===== src/core/asp_defines.svh =====
`ifndef ASP_DEFINES_SVH
`define ASP_DEFINES_SVH

// ----------------------------------------
// Register offsets (word index)
// ----------------------------------------
`define ASP_ADDR_CONTROL 2'h0
`define ASP_ADDR_BUFFER  2'h1
`define ASP_ADDR_POWER   2'h2
`define ASP_ADDR_TIMER2  2'h3

// ----------------------------------------
// Field positions
// ----------------------------------------
`define ASP_CTL_MODE_HI  7
`define ASP_CTL_MODE_LO  6
`define ASP_CTL_FILTER   5
`define ASP_CTL_RX_EN    4
`define ASP_CTL_TX_NINTH 3
`define ASP_CTL_RX_NINTH 2
`define ASP_CTL_TX_DONE  1
`define ASP_CTL_RX_DONE  0
`define ASP_PWR_DOUBLE   7
`define ASP_T2_RX_SEL    5
`define ASP_T2_TX_SEL    4

// ----------------------------------------
// Reset values and timing counts
// ----------------------------------------
`define ASP_CONTROL_RESET 8'h00
`define ASP_BUFFER_RESET  8'h00
`define ASP_RX_PRESET     9'h1FF
`define ASP_DIV_LAST      4'hF
`define ASP_SAMPLE_A      4'h6
`define ASP_SAMPLE_B      4'h7
`define ASP_SAMPLE_C      4'h8
`define ASP_FIX_SLOW_LAST 2'h3
`define ASP_TX_END_MASK   8'h01

`endif


===== src/core/asp_pkg.sv =====
`default_nettype none
package asp_pkg;
  typedef enum logic [1:0] {
    ASP_MODE_SHIFT,
    ASP_MODE_10BIT,
    ASP_MODE_11FIX,
    ASP_MODE_11VAR
  } asp_mode_t;

  typedef enum logic [1:0] {
    ASP_RX_HUNT,
    ASP_RX_BITS,
    ASP_RX_TAIL
  } asp_rx_state_t;
endpackage
`default_nettype wire


===== src/core/asp_link_if.sv =====
`default_nettype none
interface asp_link_if;
  logic dev_txd;
  logic dev_rxd;

  modport dev (output dev_txd, input dev_rxd);
  modport peer (input dev_txd, output dev_rxd);
endinterface
`default_nettype wire


===== src/core/asp_serial_port.sv =====
// The register offsets and the address-and-strobe port were chosen for this implementation.
`include "asp_defines.svh"
`default_nettype none
module asp_serial_port
  import asp_pkg::*;
(
  input  wire logic       sys_clk,
  input  wire logic       rstn,
  input  wire logic [1:0] reg_addr,
  input  wire logic [7:0] reg_wdata,
  input  wire logic       reg_wr,
  input  wire logic       reg_rd,
  output var  logic [7:0] reg_rdata,
  input  wire logic       timer1_overflow,
  input  wire logic       timer2_overflow,
  output var  logic       serial_irq,
  asp_link_if.dev         link
);

  // ----------------------------------------
  // Register file
  // ----------------------------------------
  logic [1:0]    mode_sel;
  logic          multiproc_filter;
  logic          rx_enable;
  logic          tx_ninth_bit;
  logic          rx_ninth_bit;
  logic          tx_done_flag;
  logic          rx_done_flag;
  logic [7:0]    serial_buffer;
  logic          baud_double;
  logic          tx_clk_select;
  logic          rx_clk_select;
  asp_mode_t     mode;
  logic          wr_ctrl;
  logic          wr_buf;
  logic          tx_set;
  logic          rx_accept;
  logic          rx_vote;

  assign mode    = asp_mode_t'(mode_sel);
  assign wr_ctrl = reg_wr && (reg_addr == `ASP_ADDR_CONTROL);
  assign wr_buf  = reg_wr && (reg_addr == `ASP_ADDR_BUFFER);

  always_ff @(posedge sys_clk or negedge rstn) begin
    if (!rstn) begin
      mode_sel         <= 2'h0;
      multiproc_filter <= 1'b0;
      rx_enable        <= 1'b0;
      tx_ninth_bit     <= 1'b0;
    end else if (wr_ctrl) begin
      mode_sel         <= reg_wdata[`ASP_CTL_MODE_HI:`ASP_CTL_MODE_LO];
      multiproc_filter <= reg_wdata[`ASP_CTL_FILTER];
      rx_enable        <= reg_wdata[`ASP_CTL_RX_EN];
      tx_ninth_bit     <= reg_wdata[`ASP_CTL_TX_NINTH];
    end
  end

  always_ff @(posedge sys_clk or negedge rstn) begin
    if (!rstn) begin
      baud_double   <= 1'b0;
      tx_clk_select <= 1'b0;
      rx_clk_select <= 1'b0;
    end else if (reg_wr && reg_addr == `ASP_ADDR_POWER) begin
      baud_double   <= reg_wdata[`ASP_PWR_DOUBLE];
    end else if (reg_wr && reg_addr == `ASP_ADDR_TIMER2) begin
      tx_clk_select <= reg_wdata[`ASP_T2_TX_SEL];
      rx_clk_select <= reg_wdata[`ASP_T2_RX_SEL];
    end
  end

  // Hardware set wins over a software clear in the same cycle
  always_ff @(posedge sys_clk or negedge rstn) begin
    if (!rstn) begin
      tx_done_flag <= 1'b0;
      rx_done_flag <= 1'b0;
      rx_ninth_bit <= 1'b0;
    end else begin
      if (tx_set) tx_done_flag <= 1'b1;
      else if (wr_ctrl) tx_done_flag <= reg_wdata[`ASP_CTL_TX_DONE];
      if (rx_accept) rx_done_flag <= 1'b1;
      else if (wr_ctrl) rx_done_flag <= reg_wdata[`ASP_CTL_RX_DONE];
      if (rx_accept) rx_ninth_bit <= rx_vote;
      else if (wr_ctrl) rx_ninth_bit <= reg_wdata[`ASP_CTL_RX_NINTH];
    end
  end

  always_ff @(posedge sys_clk or negedge rstn) begin
    if (!rstn) begin
      reg_rdata  <= 8'h00;
      serial_irq <= 1'b0;
    end else begin
      serial_irq <= rx_done_flag | tx_done_flag;
      reg_rdata  <= 8'h00;
      if (reg_rd) begin
        case (reg_addr)
          `ASP_ADDR_CONTROL: reg_rdata <= {mode_sel, multiproc_filter,
            rx_enable, tx_ninth_bit, rx_ninth_bit, tx_done_flag,
            rx_done_flag};
          `ASP_ADDR_BUFFER: reg_rdata <= serial_buffer;
          `ASP_ADDR_POWER: reg_rdata <= {baud_double, 7'h00};
          default: reg_rdata <= {2'h0, rx_clk_select, tx_clk_select,
            4'h0};
        endcase
      end
    end
  end

  // ----------------------------------------
  // Sixteen-times bit-rate ticks
  // ----------------------------------------
  logic [1:0] fix_cnt;
  logic       fix_tick;
  logic       t1_half;
  logic       t1_tick;
  logic       tx_tick;
  logic       rx_tick;

  always_ff @(posedge sys_clk or negedge rstn) begin
    if (!rstn) fix_cnt <= 2'h0;
    else fix_cnt <= fix_cnt + 2'h1;
  end

  always_ff @(posedge sys_clk or negedge rstn) begin
    if (!rstn) t1_half <= 1'b0;
    else if (timer1_overflow) t1_half <= ~t1_half;
  end

  // Osc/4 or osc/2 tick gives 1/64 or 1/32 bit rate
  assign fix_tick = baud_double ? fix_cnt[0]
                                : (fix_cnt == `ASP_FIX_SLOW_LAST);
  assign t1_tick  = timer1_overflow && (baud_double || t1_half);

  always_comb begin
    case (mode)
      ASP_MODE_SHIFT: begin
        tx_tick = 1'b0;
        rx_tick = 1'b0;
      end
      ASP_MODE_11FIX: begin
        tx_tick = fix_tick;
        rx_tick = fix_tick;
      end
      default: begin
        tx_tick = tx_clk_select ? timer2_overflow : t1_tick;
        rx_tick = rx_clk_select ? timer2_overflow : t1_tick;
      end
    endcase
  end

  // ----------------------------------------
  // Transmitter
  // ----------------------------------------
  logic [8:0] tsr;
  logic [3:0] tx_div;
  logic       tx_req;
  logic       tx_send;
  logic       tx_data_en;
  logic       tx_shifted;
  logic       tx_roll;
  logic       tx_last;
  logic       tx_insert;

  assign tx_roll   = tx_tick && (tx_div == `ASP_DIV_LAST);
  assign tx_last   = tx_shifted && (tsr[8:1] == `ASP_TX_END_MASK);
  assign tx_insert = (mode != ASP_MODE_10BIT) && !tx_shifted;
  assign tx_set    = tx_roll && tx_send && tx_data_en && tx_last;

  always_ff @(posedge sys_clk or negedge rstn) begin
    if (!rstn) tx_div <= 4'h0;
    else if (tx_tick) tx_div <= tx_div + 4'h1;
  end

  always_ff @(posedge sys_clk or negedge rstn) begin
    if (!rstn) begin
      tsr        <= 9'h000;
      tx_req     <= 1'b0;
      tx_send    <= 1'b0;
      tx_data_en <= 1'b0;
      tx_shifted <= 1'b0;
    end else if (wr_buf) begin
      tsr <= {(mode == ASP_MODE_10BIT) ? 1'b1 : tx_ninth_bit,
              reg_wdata};
      tx_req     <= 1'b1;
      tx_send    <= 1'b0;
      tx_data_en <= 1'b0;
      tx_shifted <= 1'b0;
    end else if (tx_roll) begin
      if (tx_req) begin
        tx_req  <= 1'b0;
        tx_send <= 1'b1;
      end else if (tx_send && !tx_data_en) begin
        tx_data_en <= 1'b1;
      end else if (tx_send) begin
        tsr        <= {tx_insert, tsr[8:1]};
        tx_shifted <= 1'b1;
        if (tx_last) begin
          tx_send    <= 1'b0;
          tx_data_en <= 1'b0;
        end
      end
    end
  end

  // Idle line level doubles as the stop bit
  always_ff @(posedge sys_clk or negedge rstn) begin
    if (!rstn) link.dev_txd <= 1'b1;
    else if (!tx_send) link.dev_txd <= 1'b1;
    else if (!tx_data_en) link.dev_txd <= 1'b0;
    else link.dev_txd <= tsr[0];
  end

  // ----------------------------------------
  // Receiver
  // ----------------------------------------
  asp_rx_state_t rx_state;
  logic [3:0]    rx_div;
  logic [8:0]    rsr;
  logic [1:0]    rx_samp;
  logic          rx_prev;
  logic          rx_first;
  logic          rx_final;
  logic [7:0]    rx_byte;

  assign rx_vote = (rx_samp[1] & rx_samp[0]) | (rx_samp[1] & link.dev_rxd)
                 | (rx_samp[0] & link.dev_rxd);
  assign rx_final = rx_tick && (rx_state == ASP_RX_BITS)
                 && (rx_div == `ASP_SAMPLE_C) && !rx_first && !rsr[8];
  // Same test serves both frame lengths; in 10-bit mode the bit it samples is the stop bit
  assign rx_accept = rx_final && !rx_done_flag
                  && (!multiproc_filter || rx_vote);

  genvar gi;
  generate
    for (gi = 0; gi < 8; gi++) begin : g_rev
      assign rx_byte[gi] = rsr[7 - gi];
    end
  endgenerate

  always_ff @(posedge sys_clk or negedge rstn) begin
    if (!rstn) serial_buffer <= `ASP_BUFFER_RESET;
    else if (rx_accept) serial_buffer <= rx_byte;
  end

  always_ff @(posedge sys_clk or negedge rstn) begin
    if (!rstn) begin
      rx_state <= ASP_RX_HUNT;
      rx_div   <= 4'h0;
      rsr      <= `ASP_RX_PRESET;
      rx_samp  <= 2'h0;
      rx_prev  <= 1'b1;
      rx_first <= 1'b0;
    end else if (rx_tick) begin
      rx_prev <= link.dev_rxd;
      case (rx_state)
        ASP_RX_HUNT: begin
          if (rx_enable && rx_prev && !link.dev_rxd) begin
            rx_div   <= 4'h0;
            rsr      <= `ASP_RX_PRESET;
            rx_first <= 1'b1;
            rx_state <= ASP_RX_BITS;
          end
        end
        ASP_RX_BITS: begin
          rx_div <= rx_div + 4'h1;
          if (rx_div == `ASP_SAMPLE_A) rx_samp[1] <= link.dev_rxd;
          if (rx_div == `ASP_SAMPLE_B) rx_samp[0] <= link.dev_rxd;
          if (rx_div == `ASP_SAMPLE_C) begin
            rx_first <= 1'b0;
            if (rx_first && rx_vote) begin
              rx_state <= ASP_RX_HUNT;
            end else if (rx_final) begin
              rsr <= {rsr[7:0], rx_vote};
              rx_state <= (mode == ASP_MODE_10BIT) ? ASP_RX_HUNT
                                                   : ASP_RX_TAIL;
            end else begin
              rsr <= {rsr[7:0], rx_vote};
            end
          end
        end
        ASP_RX_TAIL: begin
          rx_div <= rx_div + 4'h1;
          if (rx_div == `ASP_SAMPLE_C) rx_state <= ASP_RX_HUNT;
        end
        default: rx_state <= ASP_RX_HUNT;
      endcase
    end
  end

endmodule
`default_nettype wire


===== src/flat_wrapper.sv =====
// flat-port wrapper written by rule: the top's interface ports become plain ports
module asp_serial_port_flat import asp_pkg::*;
  (sys_clk, rstn, reg_addr, reg_wdata, reg_wr, reg_rd, reg_rdata, timer1_overflow, timer2_overflow, serial_irq, link_dev_txd, link_dev_rxd);
  asp_link_if link_i ();
  input  wire logic sys_clk;
  input  wire logic rstn;
  input  wire logic [1:0] reg_addr;
  input  wire logic [7:0] reg_wdata;
  input  wire logic reg_wr;
  input  wire logic reg_rd;
  output var  logic [7:0] reg_rdata;
  input  wire logic timer1_overflow;
  input  wire logic timer2_overflow;
  output var  logic serial_irq;
  output wire logic [$bits(link_i.dev_txd)-1:0] link_dev_txd;
  input wire logic [$bits(link_i.dev_rxd)-1:0] link_dev_rxd;
  assign link_dev_txd = link_i.dev_txd;
  assign link_i.dev_rxd = link_dev_rxd;
  asp_serial_port u_core (.sys_clk(sys_clk), .rstn(rstn), .reg_addr(reg_addr), .reg_wdata(reg_wdata), .reg_wr(reg_wr), .reg_rd(reg_rd), .reg_rdata(reg_rdata), .timer1_overflow(timer1_overflow), .timer2_overflow(timer2_overflow), .serial_irq(serial_irq), .link(link_i));
endmodule

===== config.mk =====
export PLATFORM = sky130hd
export DESIGN_NAME = asp_serial_port_flat
export DESIGN_NICKNAME = d
export VERILOG_FILES = /design/src/core/asp_pkg.sv /design/src/core/asp_link_if.sv /design/src/core/asp_serial_port.sv /design/src/flat_wrapper.sv
export VERILOG_INCLUDE_DIRS = /design/src /design/src/core
export SDC_FILE = /design/constraint.sdc
export NUM_CORES = 1
export LEC_CHECK = 0
export ABC_AREA = 1
export ABC_CLOCK_PERIOD_IN_PS = 3200
export BUFFER_PORTS_ARGS = -buffer_cell sky130_fd_sc_hd__buf_2
export CAP_MARGIN = 10
export CORE_MARGIN = 4
export CORE_UTILIZATION = 40
export DETAILED_ROUTE_END_ITERATION = 8
export PLACE_DENSITY = 0.68
export SYNTH_ARGS = -nofsm -noshare
export SYNTH_HDL_FRONTEND = slang
export SYNTH_SLANG_ARGS = --single-unit

===== constraint.sdc =====
create_clock -name sys_clk -period 3.2 [get_ports sys_clk]
set_input_delay 0.32 -clock sys_clk [delete_from_list [all_inputs] [get_ports sys_clk]]
set_output_delay 0.32 -clock sys_clk [all_outputs]
set_load 0.1 [all_outputs]

# After elaboration in Yosys (flattened, before gate mapping)
# Index checks and enable logic that the tools add are counted.
# word_totals
word_cells	170
register_bits	68
# op_classes
reduce_logical	52
bitwise_logic	8
n_eq_ne	22
mux	56
add_sub_neg	3
# ops
operator	n
$mux W9	8
$mux W1	33
$pmux W8 S3	1
$logic_and A1 B1 Y1	21
$pmux W9 S2	1
$mux W2	6
$reduce_and A4 Y1	3
$reduce_bool A2 Y1	6
$eq A2 B2 Y1 const B	5
$ne A2 B1 Y1 const B	5
$reduce_and A5 Y1	2
$reduce_and A3 Y1	3
$add A4 B1 Y4 const B	2
$eq A4 B3 Y1 const B	2
$eq A4 B4 Y1 const B	2
$eq A8 B1 Y1 const B	1
$mux W8	1
$pmux W4 S2	1
$logic_not A1 Y1	7
$eq A2 B1 Y1 const B	3
$logic_not A2 Y1	3
$pmux W1 S2	3
$pmux W2 S3	1
$reduce_bool A3 Y1	2
11 further kinds	19

# Depth between registers and ports, before layout
# Gate-level depths: netlist of the first run.
# logic_depth
depth_word	12
ltp_mapped	11

# Worst setup path before layout of the first run
# OpenSTA, ideal clock, no wires.
# synth_path
kind	register to register
startpoint	register u_core.rx_div[0]
endpoint	register u_core.serial_buffer[0]
setup_slack_ns	1.721
path_stages_with_launch	9
setup_ns	0.117
required_time_ns	3.083
arrival_ns	1.362
cell_sequence	dfrtp_1 > inv_1 > ha_1 > nand3_1 > nor3_1 > buf_2 > nand3_4 > nand2_1 > nand2_1
# synth_between
elab_chain_cells	6
# synth_lines
item	line_no	text
start: declaration	asp_serial_port.sv:217	logic [3:0] rx_div;
start signal: assignment	asp_serial_port.sv:265	rx_div <= rx_div + 4'h1;
start signal: assignment	asp_serial_port.sv:282	rx_div <= rx_div + 4'h1;
$eq A4 B4 Y1 (no source line)	-	
$logic_and A1 B1 Y1 (3 in series)	asp_serial_port.sv:227	assign rx_final = rx_tick && (rx_state == ASP_RX_BITS)
$logic_and A1 B1 Y1	asp_serial_port.sv:230	assign rx_accept = rx_final && !rx_done_flag
$logic_and A1 B1 Y1	asp_serial_port.sv:231	&& (!multiproc_filter || rx_vote);
end signal: assignment	asp_serial_port.sv:241	if (!rstn) serial_buffer <= `ASP_BUFFER_RESET;
end signal: assignment	asp_serial_port.sv:242	else if (rx_accept) serial_buffer <= rx_byte;
end: declaration	asp_serial_port.sv:30	logic [7:0] serial_buffer;
# No other way between the ends.
# A chain may end at the register's enable or synchronous reset.

# Worst setup path in the final report of the first run
# layout_path
startpoint	register u_core.rx_div[0]
endpoint	register u_core.rx_state[0]
# layout_between
elab_chain_cells	6
word_cells_on_any_way	8
classes_between	eq/ne (4); reduce/logical (4)
# layout_lines
item	line_no	text
$eq A4 B4 Y1 (no source line) *	-	
$logic_and A1 B1 Y1 (3 in series)	asp_serial_port.sv:227	
$ne A3 B2 Y1 (no source line)	-	
$reduce_and A5 Y1 (no source line) *	-	
end signal: assignment	asp_serial_port.sv:274	rx_state <= (mode == ASP_MODE_10BIT) ? ASP_RX_HUNT
end: declaration	asp_serial_port.sv:216	asp_rx_state_t rx_state;
# Every way passes the cells marked *; elsewhere a longest branch is shown, timed or not.

==> results.md, run 1 <==
Hold path:
- In this run the most critical hold path is launched from timer1_overflow.
- The worst hold path was traced through 2 stages.
- The tightest min-delay check is of the input pin to flip-flop type.
- For hold timing, the worst endpoint is u_core.t1_half$_DFFE_PN0P_.

Floorplan:
- The I/O pin count is 27.
- The die outline height is 100.8 um.
- The floorplan has 33 rows.
- The initial utilization of the core area, before any placement, comes to 41.47%.
- In this run the standard cell core region covers 8299 sq um.
- The die boundary width is 100.8 um.
- The die covers 10150 sq um.

Route:
- For this block, the via count after detailed routing is 2744.
- The DRC violations left is 0.
- The vias per cell is 4.944.
- The remaining antenna violation count after routing is 0.
- For this block, the routed nets add up to 7.209 mm of wire.
- Summed over all nets, wire length on met3 after detailed routing comes to 234 um.
- The routed length on met2 is 3.182 mm.
- The highest metal layer carrying signal wires in the routed design is met4.
- After detailed routing, the average wire length per cell comes to 12.99 um.
- The wire length on met1 is 3.632 mm.
- The number of DRC violations after detailed-routing iteration 0 is 193.
- The first detailed-routing pass took 4 iterations.

Clock tree:
- The count of buffers added by post-CTS timing repair for setup is 0.
- Clock latency on the worst-skew pair, taken at its later pin, is 0.35 ns.
- The clock tree from TritonCTS is done.
- The largest buffer count on any clock path is 2.
- After clock tree synthesis, the repair step resized 0 gates.
- The cts-stage hold buffer count is 1.
- Buffers inserted during clock tree synthesis total 9.
- The clock-pin slew of the registers on the worst-case setup and hold paths is 0.08 ns.
- The tree is rooted in a sky130_fd_sc_hd__clkbuf_8.
- The total number of clock tree sinks is 68.
- The CTS H-tree depth is 3.

Placed design:
- After legalization and detailed placement, the total HPWL measured 5.277 mm.
- Input and output buffers added on the ports amount to 26.
- The routability congestion estimate from global placement is 0.8488.
- In this run, placement finished with an instance count of 538.

Run:
- The count of maximum capacitance violations is 0.

Logic synthesis:
- The xor and xnor area share after synthesis is 1.018%.
- The complex-gate fraction of the synthesized area is 7.052%.
- The adder-cell share of the synthesized area is 2.908%.
- The cell area that synthesis handed to floorplanning was 3442 sq um.
- The share of the Yosys chip area taken by registers is 49.84%.
- During synthesis, Yosys emitted a total of 0 warnings.
- After synthesis, the largest family of logic cells by area is simple AND/OR/NAND/NOR gates.
- The flip-flop and latch count after synthesis is 68.
- Of all flip-flops after synthesis, the portion carrying an async set or reset was 100.0%.
- The most used flip-flop cell after synthesis is sky130_fd_sc_hd__dfrtp_1.
- The share of the synthesized area in the top cell type is 41.44%.
- The cell count after synthesis came out at 414.
- Summing the areas of all and, or, nand and nor instances in the mapped netlist gives 31.44% of the synthesized area.
- Sorting the synthesized cells by area gives the leading types as sky130_fd_sc_hd__dfrtp_1 41%, sky130_fd_sc_hd__nand2_1 15%, sky130_fd_sc_hd__dfstp_2 8.4%, sky130_fd_sc_hd__nand3_1 6.0%, sky130_fd_sc_hd__inv_1 4.3%.
- Dividing the synthesized area by the synthesized cell count gives 8.314 sq um.
- The number of enable-type register cells in the synthesized netlist is 0.
- The dominant cell type by area after synthesis is sky130_fd_sc_hd__dfrtp_1.
- The mux share of post-synthesis cell area is 1.272%.
- By instance count, the leading cell after synthesis is sky130_fd_sc_hd__nand2_1.
- Sorting the synthesized cells by how often they occur yields 136 x sky130_fd_sc_hd__nand2_1, 57 x sky130_fd_sc_hd__dfrtp_1, 41 x sky130_fd_sc_hd__nand3_1.
- The distinct cell type count of the synthesized netlist is 36.
- The number of nets in the synthesized netlist is 439.

Setup path:
- Among the stages of the critical path, the cell type that occurs most often is sky130_fd_sc_hd__nand2_1.
- The signal arrival time at the worst endpoint is 1.94 ns.
- The worst setup path is of the flip-flop to flip-flop kind.
- The setup slack on the worst flop-to-flop path is 1.49 ns.
- The worst setup path is launched from a flip-flop.
- On the critical path the largest part of the delay comes from simple AND/OR/NAND/NOR gates.
- In this run the critical register-to-register path is captured at u_core.rx_state[0]$_DFFE_PN0P_.
- The critical path contains buffers and inverters numbering 2 combined.
- The kind of end point of the critical path is a flip-flop.
- On the worst path, the slowest cell contributes a delay of 0.41 ns.
- The worst register-to-register path has a depth of 10.
- The required arrival time at the worst endpoint is 3.43 ns.
- The critical-path maximum fanout is 11.
- The worst register-to-register path begins at u_core.rx_div[0]$_DFFE_PN0P_.
- The master of the slowest instance on the critical path is sky130_fd_sc_hd__dfrtp_1.
- The critical path goes through inv_1, ha_1, nand3_1, nor3_1, buf_4, nand3_1, nand2_1, nand2_1, nand2_1, nand2_1.

Global route:
- The wire length of the first global-routing pass is 12.23 mm.
- The initial antenna violation count came to 0.
- Across every metal layer, demand over resource in global routing totals 15.34%.
- The total congestion overflow after global routing is 0.
- The pin count of the biggest net entering global routing is 52.
- The number of global-route vias before repair is 2555.

Timing:
- In the final timing run, aggregate negative setup slack is 0 ns.
- The number of pins with negative max-slew slack in the final report is 0.
- The final number of hold-violating endpoints is 0.
- Setup repair after global routing left no endpoint under its margin.
- The count of endpoints failing setup in the final report is 0.
- After layout, the minimum clock period comes to 1.709 ns.
- At the pin with the least slew margin, the transition time is 0.6273 ns.
- The final cycle utilization of the critical path is 53.42%.
- The maximum frequency from static timing analysis is 585.0 MHz.
- Headroom to the max-slew limit came out at 58.18%.
- The final worst clock skew is 0.008539 ns.

Finish:
- The number of antenna diodes in the final layout is 0.
- The post-layout utilization of the core is 46.65%.
- Leaving out filler cells and counting taps, the final layout contains 555.
- The layout cell share with drive strength beyond 1 is 19.11%.
- The net count of the finished layout is 470.
- The relative area change from synthesis to final layout is 12.47%.
- The filler cell count is 818.

Power:
- In this run, flip-flops and latches consume 45.0% of the power.
- The worst-case IR drop observed on VDD is 291.0 uV.
- The internal portion of the total power is 1.836 mW.
- The power density of the placed cells is 758.4 nW/um^2.
- Summed over all cells, the static leakage comes to 1.994 nW.
- The clock network accounts for 24.7% of the total power.
- The combinational fraction of design power is 30.2%.
- The switching power total is 1.100 mW.
- In this run switching power makes up 37.45% of total power.

Status:
- The run finished with clean final reports.
sequential cells by signal (all words and copies together) (netlist names), 2 cells and up:
name	count
u_core.rx_state	2
u_core.reg_rdata	8
u_core.fix_cnt	2
u_core.serial_buffer	8
u_core.rsr	9
u_core.rx_samp	2
u_core.tx_div	4
u_core.rx_div	4
u_core.tsr	9
u_core.mode	2
worst max path at each step:
| stage | from | end | slack (ns) | depth (start not counted) |
|---|---|---|---|---|
| final | u_core.rx_div[0]$_DFFE_PN0P_ | u_core.rx_state[0]$_DFFE_PN0P_ | 1.49 | 10 |
| after floorplan | u_core.rx_div[0]$_DFFE_PN0P_ | u_core.serial_buffer[0]$_DFFE_PN0P_ | 1.72 | 8 |
| after CTS | u_core.rx_div[0]$_DFFE_PN0P_ | u_core.rx_state[0]$_DFFE_PN0P_ | 1.48 | 10 |
| after detailed placement | u_core.rx_div[0]$_DFFE_PN0P_ | u_core.rx_state[0]$_DFFE_PN0P_ | 1.49 | 10 |
| after global placement | u_core.fix_cnt[0]$_DFF_PN0_ | u_core.rx_done_flag$_DFFE_PN0P_ | 1.53 | 9 |
| after global routing | u_core.rx_div[0]$_DFFE_PN0P_ | u_core.rx_state[0]$_DFFE_PN0P_ | 1.22 | 10 |
cell families (layout without fill, tap and decap cells):
group                      Yosys count  in the layout
and+or+nand+nor                    234            234
adders and majority gates            8              8
AOI/OAI and AO/OA                   44             44
xor gates and xnor gates             4              4
muxes                                4              4
buffers and inverters               52             88
DFF                                 68             68
routing by layer:
| metal | global-route usage, % | up-vias |
|---|---|---|
| met5 | 0 | - |
| met4 | 7.772 | 0 |
| met3 | 2.907 | 12 |
| met2 | 21.72 | 42 |
| met1 | 22.26 | 1291 |
| li1 | - | 1399 |
power by group through the flow:
stage	sequential (mW)	clock, mW	combinational [mW]
after floorplan	1.38	0	0.621
after global placement	1.33	0	0.871
after detailed placement	1.33	0	0.890
after CTS	1.32	0.746	0.895
after global routing	1.35	0.779	1.00
final	1.32	0.727	0.888
area by class of cell:
type	instances	area [sq um]	share of cell area [%]
Sequential cell	68	1715	44.31
Multi-Input combinational cell	294	1504	38.85
Inverter	43	162.7	4.202
Clock buffer	12	155.1	4.008
Timing Repair Buffer	29	155.1	4.008
Tap cell	105	131.4	3.394
Clock inverter	4	47.55	1.228
per-stage QoR:
stage	power, mW	cell area [sq um]	setup WS [ns]	hold slack [ns]
2_1_floorplan	2.003	3442	1.721	0.02441
3_3_place_gp	2.197	3659	1.527	0.2655
3_5_place_dp	2.223	3659	1.495	0.2709
4_1_cts	2.959	3871	1.479	0.1610
5_1_grt	3.133	3871	1.218	0.1846
6_report	2.936	3871	1.491	0.1727
cell usage in the layout, fill, tap and decap left out, drive strengths merged, types with 3 or more instances in the layout:
master | Yosys | routed
nand2 | 142 | 142
dfrtp | 57 | 57
nand3 | 42 | 42
inv | 42 | 42
o21ai | 29 | 29
buf | 8 | 28
nor2 | 20 | 20
nand4 | 13 | 13
a21oi | 12 | 12
clkbuf | 1 | 12
dfstp | 11 | 11
or2 | 10 | 10
ha | 8 | 8
clkinv | 1 | 3
nand3b | 3 | 3
mux2 | 3 | 3
No activity file was read; power rests on OpenSTA's default activity.
==> inputs of run 2 (changes only) <==
--- a/config.mk
+++ b/config.mk
@@ -7,7 +7,7 @@
 export NUM_CORES = 1
 export LEC_CHECK = 0
 export ABC_AREA = 1
-export ABC_CLOCK_PERIOD_IN_PS = 3200
+export ABC_CLOCK_PERIOD_IN_PS = 1600
 export BUFFER_PORTS_ARGS = -buffer_cell sky130_fd_sc_hd__buf_2
 export CAP_MARGIN = 10
 export CORE_MARGIN = 4
==> constraint.sdc (replaced) <==
create_clock -name sys_clk -period 1.6 [get_ports sys_clk]
set_input_delay 0.16 -clock sys_clk [delete_from_list [all_inputs] [get_ports sys_clk]]
set_output_delay 0.16 -clock sys_clk [all_outputs]
set_load 0.1 [all_outputs]
==> results.md, run 2 (same netlist as run 1, synthesis figures left out) <==
Status:
- The run finished with clean final reports.

Finish:
- Fill cells in the final layout number 809.
- The sequential cells in the finished layout cover a total of 1715 sq um.
- The relative area change from synthesis to final layout is 19.67%.
- The net count of the finished layout is 491.
- Measured on the finished design, the core utilization comes to 49.63%.
- The area of the multi-input gates is 1580 sq um.
- The library cell used most frequently in the layout, excluding fill and tap cells, is sky130_fd_sc_hd__nand2_1.
- The total inserted antenna cells is 0.
- The top cell types in the final layout, fill and taps aside, are 132 x sky130_fd_sc_hd__nand2_1, 57 x sky130_fd_sc_hd__dfrtp_1, 39 x sky130_fd_sc_hd__nand3_1.
- The layout cell share with drive strength beyond 1 is 25.48%.
- The cell area after layout is 4119 sq um.
- The largest registers in the layout are u_core.rsr: 9 flops, u_core.tsr: 9 flops.

Placed design:
- Prior to clock tree synthesis, the placed netlist has a worst setup slack of -0.02694 ns.
- The routability congestion estimate from global placement is 0.8241.
- The instance area at placement is 3781 sq um.
- The count of buffers added on input and output ports is 26.
- Summed over all nets, the half-perimeter wirelength after detailed placement is 5.435 mm.

Route:
- The DRC violations left is 0.
- The remaining antenna violation count after routing is 0.
- The number of DRC violations after detailed-routing iteration 0 is 143.
- The total routed wirelength is 7.680 mm.
- The wire length per cell after detailed routing is 13.33 um.
- Dividing the detail-routed via count by the number of cells gives 5.024.
- The number of detailed-route iterations in the first pass is 4.
- Across all layers, the routed design uses 2894 vias.

Power:
- The sum of internal, switching and leakage power is 6.185 mW.
- VDD sags by at most 461.3 uV.
- Dividing total power by cell area gives a power density of 1502 nW/um^2.
- In this run the static leakage power is 2.105 nW.

Clock tree:
- The clock tree from TritonCTS is done.
- The total number of clock tree sinks is 68.
- Clock-pin slew was measured on the worst setup and hold paths at 0.07 ns.
- The clock passes through at most 2 buffers.
- Clock latency on the worst-skew pair, taken at its later pin, is 0.34 ns.
- In this run the number of H-tree levels came out at 3.
- The total CTS buffers is 9.
- CTS placed an instance of sky130_fd_sc_hd__clkbuf_8 at the clock tree root.

Run:
- The tool flagged a number of max-cap violations equal to 0.

Setup path:
- The critical setup path kind is flip-flop to flip-flop.
- For the worst setup path, the data arrival time is 1.75 ns.
- Of all nets on the critical path, the largest fanout is 7.
- The worst setup path is captured at a flip-flop.
- The cell class contributing the biggest share of worst-path delay is simple AND/OR/NAND/NOR gates.
- The cell with the most instances on the worst path is sky130_fd_sc_hd__nand2_1.
- The critical path goes through inv_1, ha_2, nand3_4, nor3_4, buf_6, nand3_2, nand2_1, nand2_1.
- The required arrival time at the worst endpoint is 1.82 ns.
- The number of buffers and inverters on the critical path is 2.
- STA classifies the critical path startpoint as a flip-flop.
- The delay contributed by the slowest stage of the critical path is 0.38 ns.
- The master of the slowest instance on the critical path is sky130_fd_sc_hd__dfrtp_1.

Timing:
- The headroom to the max-slew limit is 64.11%.
- The final cycle utilization of the critical path is 95.76%.
- The final worst clock skew is 0.009158 ns.
- At the pin with the least slew margin, the transition time is 0.5383 ns.
- After layout, the worst setup slack is 0.06782 ns.
- The number of pins with negative max-slew slack in the final report is 0.
- The maximum frequency from static timing analysis is 652.7 MHz.
- The final number of hold-violating endpoints is 0.
- The time the worst path needs with I/O delays and setup is 1.532 ns.
- After routing, the total negative slack on setup checks comes to 0 ns.
- The count of endpoints failing setup in the final report is 0.

Global route:
- The total global-route track usage is 15.48%.
- The wire length of the first global-routing pass is 12.49 mm.
- The initial antenna violation count is 0.
- Entering global routing, the biggest net connects 32 pins.
- The total congestion overflow after global routing is 0.
- The number of global-route vias before repair was 2722.

Floorplan:
- The I/O pin count is 27.
- The die footprint is 10150 sq um.
- The die boundary width is 100.8 um.
- The number of placement rows is 33.
- For this configuration, the core starts out at a cell density of 41.47%.
- The die outline height is 100.8 um.
- The region available for standard cell placement spans 8299 sq um.

Hold path:
- The worst min-delay path category is input pin to flip-flop.
==> run 2: cell types whose count changed in the layout (fill, tap and decap cells not counted), moves of 3 or more <==
cell / change
sky130_fd_sc_hd__nand2_1: -4
sky130_fd_sc_hd__nand2_2: +3
sky130_fd_sc_hd__ha_2: +3
sky130_fd_sc_hd__buf_4: +17
sky130_fd_sc_hd__ha_1: -3
==> run 2: path summary, 6_finish.rpt <==
kind | slack [ns] | cells past startpoint | from | end
hold / removal | 0.02 | 2 | timer1_overflow | u_core.t1_half$_DFFE_PN0P_
hold reg to reg | 0.43 | 1 | u_core.tx_send$_DFFE_PN0P_ | u_core.link.dev_txd$_DFF_PN1_
min in group asynchronous | 0.34 | 2 | rstn | u_core.tsr[2]$_DFFE_PN0P_
max in group asynchronous | 0.65 | 3 | rstn | u_core.link.dev_txd$_DFF_PN1_
setup / recovery | 0.07 | 8 | u_core.rx_div[1]$_DFFE_PN0P_ | u_core.serial_buffer[1]$_DFFE_PN0P_
setup reg to reg | 0.07 | 8 | u_core.rx_div[1]$_DFFE_PN0P_ | u_core.serial_buffer[1]$_DFFE_PN0P_
==> run 2: per-stage QoR <==
stage                     hold WS, ns  instances
after detailed placement       0.1738        551
after CTS                     0.01361        568
after global routing          0.03223        576
after floorplan               -0.1356        414
after global placement         0.1725        551
final                         0.02318        576
==> run 2: final cells by class <==
cell class | instances | area share (%)
clock buffers | 15 | 4.526
repair buffers | 49 | 8.111
multi-input cells | 295 | 38.37
flip-flops and latches | 68 | 41.65
clock inverters | 1 | 0.1215
inverters | 43 | 4.040
well taps | 105 | 3.190
==> run 2: metal layers <==
| metal | global-route usage [%] | wire length, um |
|---|---|---|
| met1 | 21.98 | 3737 |
| met2 | 23.04 | 3427 |
| met3 | 2.699 | 353 |
| met4 | 7.047 | 161 |
| met5 | 0 | 0 |
==> run 2: what timing repair did <==
action / in CTS / in global routing
pin swaps: 0 / 8
endpoints found under the hold margin: 12 / 0
hold buffers: 1 / 0
gates resized for setup: 1 / 22
buffers inserted: 0 / 7
setup endpoints to repair: 4 / 31
gates cloned: 0 / 1
==> run 2: power by group <==
group	switching (mW)	internal [mW]	total, mW
registers	0.375	2.28	2.65
clock network	0.619	0.733	1.35
logic	1.35	0.835	2.18
==> inputs of run 3 (changes only) <==
--- a/config.mk
+++ b/config.mk
@@ -7,7 +7,7 @@
 export NUM_CORES = 1
 export LEC_CHECK = 0
 export ABC_AREA = 1
-export ABC_CLOCK_PERIOD_IN_PS = 1600
+export ABC_CLOCK_PERIOD_IN_PS = 1800
 export BUFFER_PORTS_ARGS = -buffer_cell sky130_fd_sc_hd__buf_2
 export CAP_MARGIN = 10
 export CORE_MARGIN = 4
==> constraint.sdc (replaced) <==
create_clock -name sys_clk -period 1.8 [get_ports sys_clk]
set_input_delay 0.18 -clock sys_clk [delete_from_list [all_inputs] [get_ports sys_clk]]
set_output_delay 0.18 -clock sys_clk [all_outputs]
set_load 0.1 [all_outputs]
==> results.md, run 3 (same netlist as run 1, synthesis figures left out) <==
Timing:
- Setup violations remaining at the end of the flow were counted as 0.
- Setup repair after global routing left no endpoint under its margin.
- The final number of hold-violating endpoints is 0.
- For the final database, setup skew stands at 0.01174 ns.
- The maximum frequency from static timing analysis is 603.2 MHz.
- For the pin with the worst max-slew slack, the measured transition is 0.4895 ns.
- The headroom to the max-slew limit is 67.59%.
- Hold timing on the final database bottoms out at a slack of 0.04413 ns.
- In the final timing run, aggregate negative setup slack is 0 ns.
- The worst path uses 92.09% of the clock period.
- Subtracting the final worst setup slack from the clock period gives 1.658 ns.
- The number of pins with negative max-slew slack in the final report is 0.

Setup path:
- The setup slack on the worst flop-to-flop path is 0.14 ns.
- The startpoint of the lowest-slack register-to-register path is u_core.rx_div[0]$_DFFE_PN0P_.
- The cell with the most instances on the worst path is sky130_fd_sc_hd__nand2_1.
- The signal arrival time at the worst endpoint is 1.89 ns.
- The worst setup path is captured at a flip-flop.
- The worst register-to-register path ends at u_core.rx_state[0]$_DFFE_PN0P_.
- The number of cells on the worst reg-to-reg path is 10.
- The number of buffers and inverters on the critical path is 2.
- The nature of the critical path startpoint is a flip-flop.
- The signal on the critical path passes through inv_1, ha_1, nand3_1, nor3_1, buf_4, nand3_1, nand2_1, nand2_1, nand2_1, nand2_1.
- The critical setup path kind is flip-flop to flip-flop.
- In this design, the stage delay of the slowest critical-path cell is 0.42 ns.
- In this run the worst path has a maximum fanout of 4.
- The cell class contributing the biggest share of worst-path delay is simple AND/OR/NAND/NOR gates.
- The required arrival time at the worst endpoint is 2.03 ns.
- The master of the slowest instance on the critical path is sky130_fd_sc_hd__dfrtp_1.

Power:
- In this run, the combinational gates consume 31.4% of the power.
- The internal power component is 3.228 mW.
- The switching power total is 1.957 mW.
- IR analysis of the VDD net gives a maximum drop of 403.8 uV.
- Dividing total power by cell area gives a power density of 1317 nW/um^2.
- The proportion of total power due to net switching is 37.74%.
- The relative contribution of sequential cells to total power is 45.5%.
- The leakage power is 2.031 nW.
- The relative contribution of the clock network to total power is 23.1%.

Floorplan:
- Row generation in the floorplan step produced 33 rows.
- The initial standard-cell utilization of the core is 41.47%.
- The die boundary width is 100.8 um.
- The area inside the core boundary is 8299 sq um.
- The I/O pin count is 27.
- The die covers 10150 sq um.
- The die outline height is 100.8 um.

Global route:
- The number of global-route vias before repair was 2685.
- Global routing consumed, over all layers together, 15.85% of the routing resources.
- The initial antenna violation count came to 0.
- The wire length of the first global-routing pass is 12.78 mm.
- The total congestion overflow after global routing is 0.
- Entering global routing, the biggest net connects 39 pins.

Finish:
- The count of cells in the finished layout, fillers not included, comes to 564.
- The largest registers in the layout are u_core.rsr: 9 flops, u_core.tsr: 9 flops.
- The layout cell share with drive strength beyond 1 is 20.92%.
- The library cell used most frequently in the layout, excluding fill and tap cells, is sky130_fd_sc_hd__nand2_1.
- The relative area change from synthesis to final layout is 14.39%.
- The library cells used most frequently in the layout, excluding fill and tap cells, are 136 x sky130_fd_sc_hd__nand2_1, 57 x sky130_fd_sc_hd__dfrtp_1, 41 x sky130_fd_sc_hd__nand3_1.
- The post-layout utilization of the core is 47.44%.
- The repair_antennas step left the layout with diodes totalling 0.
- The layout net count is 479.
- The cell area after layout is 3938 sq um.

Placed design:
- The count of input and output buffers is 26.
- Including well taps, the total number of placed cells is 544.
- The wire-length estimate of the detail-placed layout is 5.352 mm.
- The placed instances occupy a cell area of 3704 sq um.
- The routability congestion estimate from global placement is 0.8451.

Clock tree:
- The CTS H-tree depth is 3.
- The number of clock buffers added by TritonCTS is 9.
- For this design, the sink count on the clock tree is 68.
- The clock passes through at most 2 buffers.
- Clock-pin slew was measured on the worst setup and hold paths at 0.07 ns.
- The clock tree from TritonCTS is done.
- The clock latency reported for the late side of the worst-skew pair is 0.34 ns.
- The cell chosen for the clock root is sky130_fd_sc_hd__clkbuf_8.

Status:
- The run finished with clean final reports.

Route:
- Using the TritonRoute via totals, the vias-per-cell ratio works out to 4.988.
- The number of DRC violations after detailed-routing iteration 0 is 187.
- The number of detailed-route iterations in the first pass is 5.
- For this run, design rule violations remaining after detail routing come to 0.
- The remaining antenna violation count after routing is 0.
- The wire length per cell after detailed routing is 12.95 um.
- The via count of the routed design is 2813.
- The total routed wirelength is 7.306 mm.

Hold path:
- For hold timing, the worst endpoint is u_core.t1_half$_DFFE_PN0P_.
- Along the worst hold path, the cell count comes to 2.
- The startpoint identified for the worst hold timing path is timer1_overflow.
- The worst hold path belongs to the class input pin to flip-flop.

Run:
- The tool flagged a number of max-cap violations equal to 0.
==> run 3: cell count changes in the layout (fill, tap and decap cells not counted), moves of 2 or more <==
cell | before | now
sky130_fd_sc_hd__buf_4 | 19 | 10
sky130_fd_sc_hd__clkbuf_8 | 13 | 9
sky130_fd_sc_hd__nand2_1 | 132 | 136
sky130_fd_sc_hd__clkinv_2 | 1 | 4
sky130_fd_sc_hd__nand2_2 | 8 | 5
sky130_fd_sc_hd__ha_1 | 5 | 7
sky130_fd_sc_hd__ha_2 | 3 | 1
sky130_fd_sc_hd__inv_1 | 37 | 39
sky130_fd_sc_hd__inv_2 | 5 | 3
sky130_fd_sc_hd__nand3_1 | 39 | 41
sky130_fd_sc_hd__nand3_2 | 2 | 0
sky130_fd_sc_hd__o21ai_0 | 20 | 22
==> run 3: power groups by stage <==
stage / Sequential [mW] / Combinational (mW) / Clock (mW)
3_5_place_dp: 2.38 / 1.60 / 0
2_1_floorplan: 2.46 / 1.10 / 0
4_1_cts: 2.35 / 1.61 / 1.22
5_1_grt: 2.41 / 1.86 / 1.29
6_report: 2.36 / 1.63 / 1.20
3_3_place_gp: 2.36 / 1.55 / 0
==> run 3: metrics by stage <==
step	total power, mW	setup slack (ns)
floorplan	3.561	0.3206
global placement	3.910	0.1997
detailed placement	3.973	0.07946
CTS	5.185	0.08065
global route	5.564	0.02546
finish	5.185	0.1423
==> run 3: metal layers <==
| metal | vias to the layer above | routed length [um] | GRT usage (%) |
|---|---|---|---|
| met5 | - | 0 | 0 |
| met4 | 0 | 109 | 6.114 |
| met3 | 9 | 368 | 4.152 |
| met2 | 64 | 3255 | 22.84 |
| met1 | 1325 | 3573 | 22.72 |
| li1 | 1415 | - | - |
==> run 3: worst max path at each step <==
stage	startpoint	end	slack, ns	cells after the start
final	u_core.rx_div[0]$_DFFE_PN0P_	u_core.rx_state[0]$_DFFE_PN0P_	0.14	10
after global routing	u_core.rx_div[0]$_DFFE_PN0P_	u_core.rx_state[0]$_DFFE_PN0P_	0.03	10
after CTS	u_core.rx_div[0]$_DFFE_PN0P_	u_core.rx_state[0]$_DFFE_PN0P_	0.08	10
after detailed placement	u_core.rx_div[0]$_DFFE_PN0P_	u_core.rx_state[0]$_DFFE_PN0P_	0.08	10
after global placement	u_core.rx_div[0]$_DFFE_PN0P_	u_core.rx_state[1]$_DFFE_PN0P_	0.20	10
after floorplan	u_core.rx_div[0]$_DFFE_PN0P_	u_core.serial_buffer[0]$_DFFE_PN0P_	0.32	8
==> run 3: cell type report <==
| cell class | count | area [sq um] |
|---|---|---|
| well taps | 105 | 131.4 |
| multi-input cells | 294 | 1509 |
| clock inverters | 5 | 52.55 |
| clock buffers | 11 | 131.4 |
| flip-flops and latches | 68 | 1715 |
| repair buffers | 38 | 235.2 |
| fillers | 782 | 4362 |
| inverters | 43 | 162.7 |
==> run 3: what timing repair did <==
action,CTS,global route
endpoints found under the setup margin,0,5
hold buffers,1,0
setup buffers,0,3
hold endpoints to repair,57,0
gates resized for setup,0,2
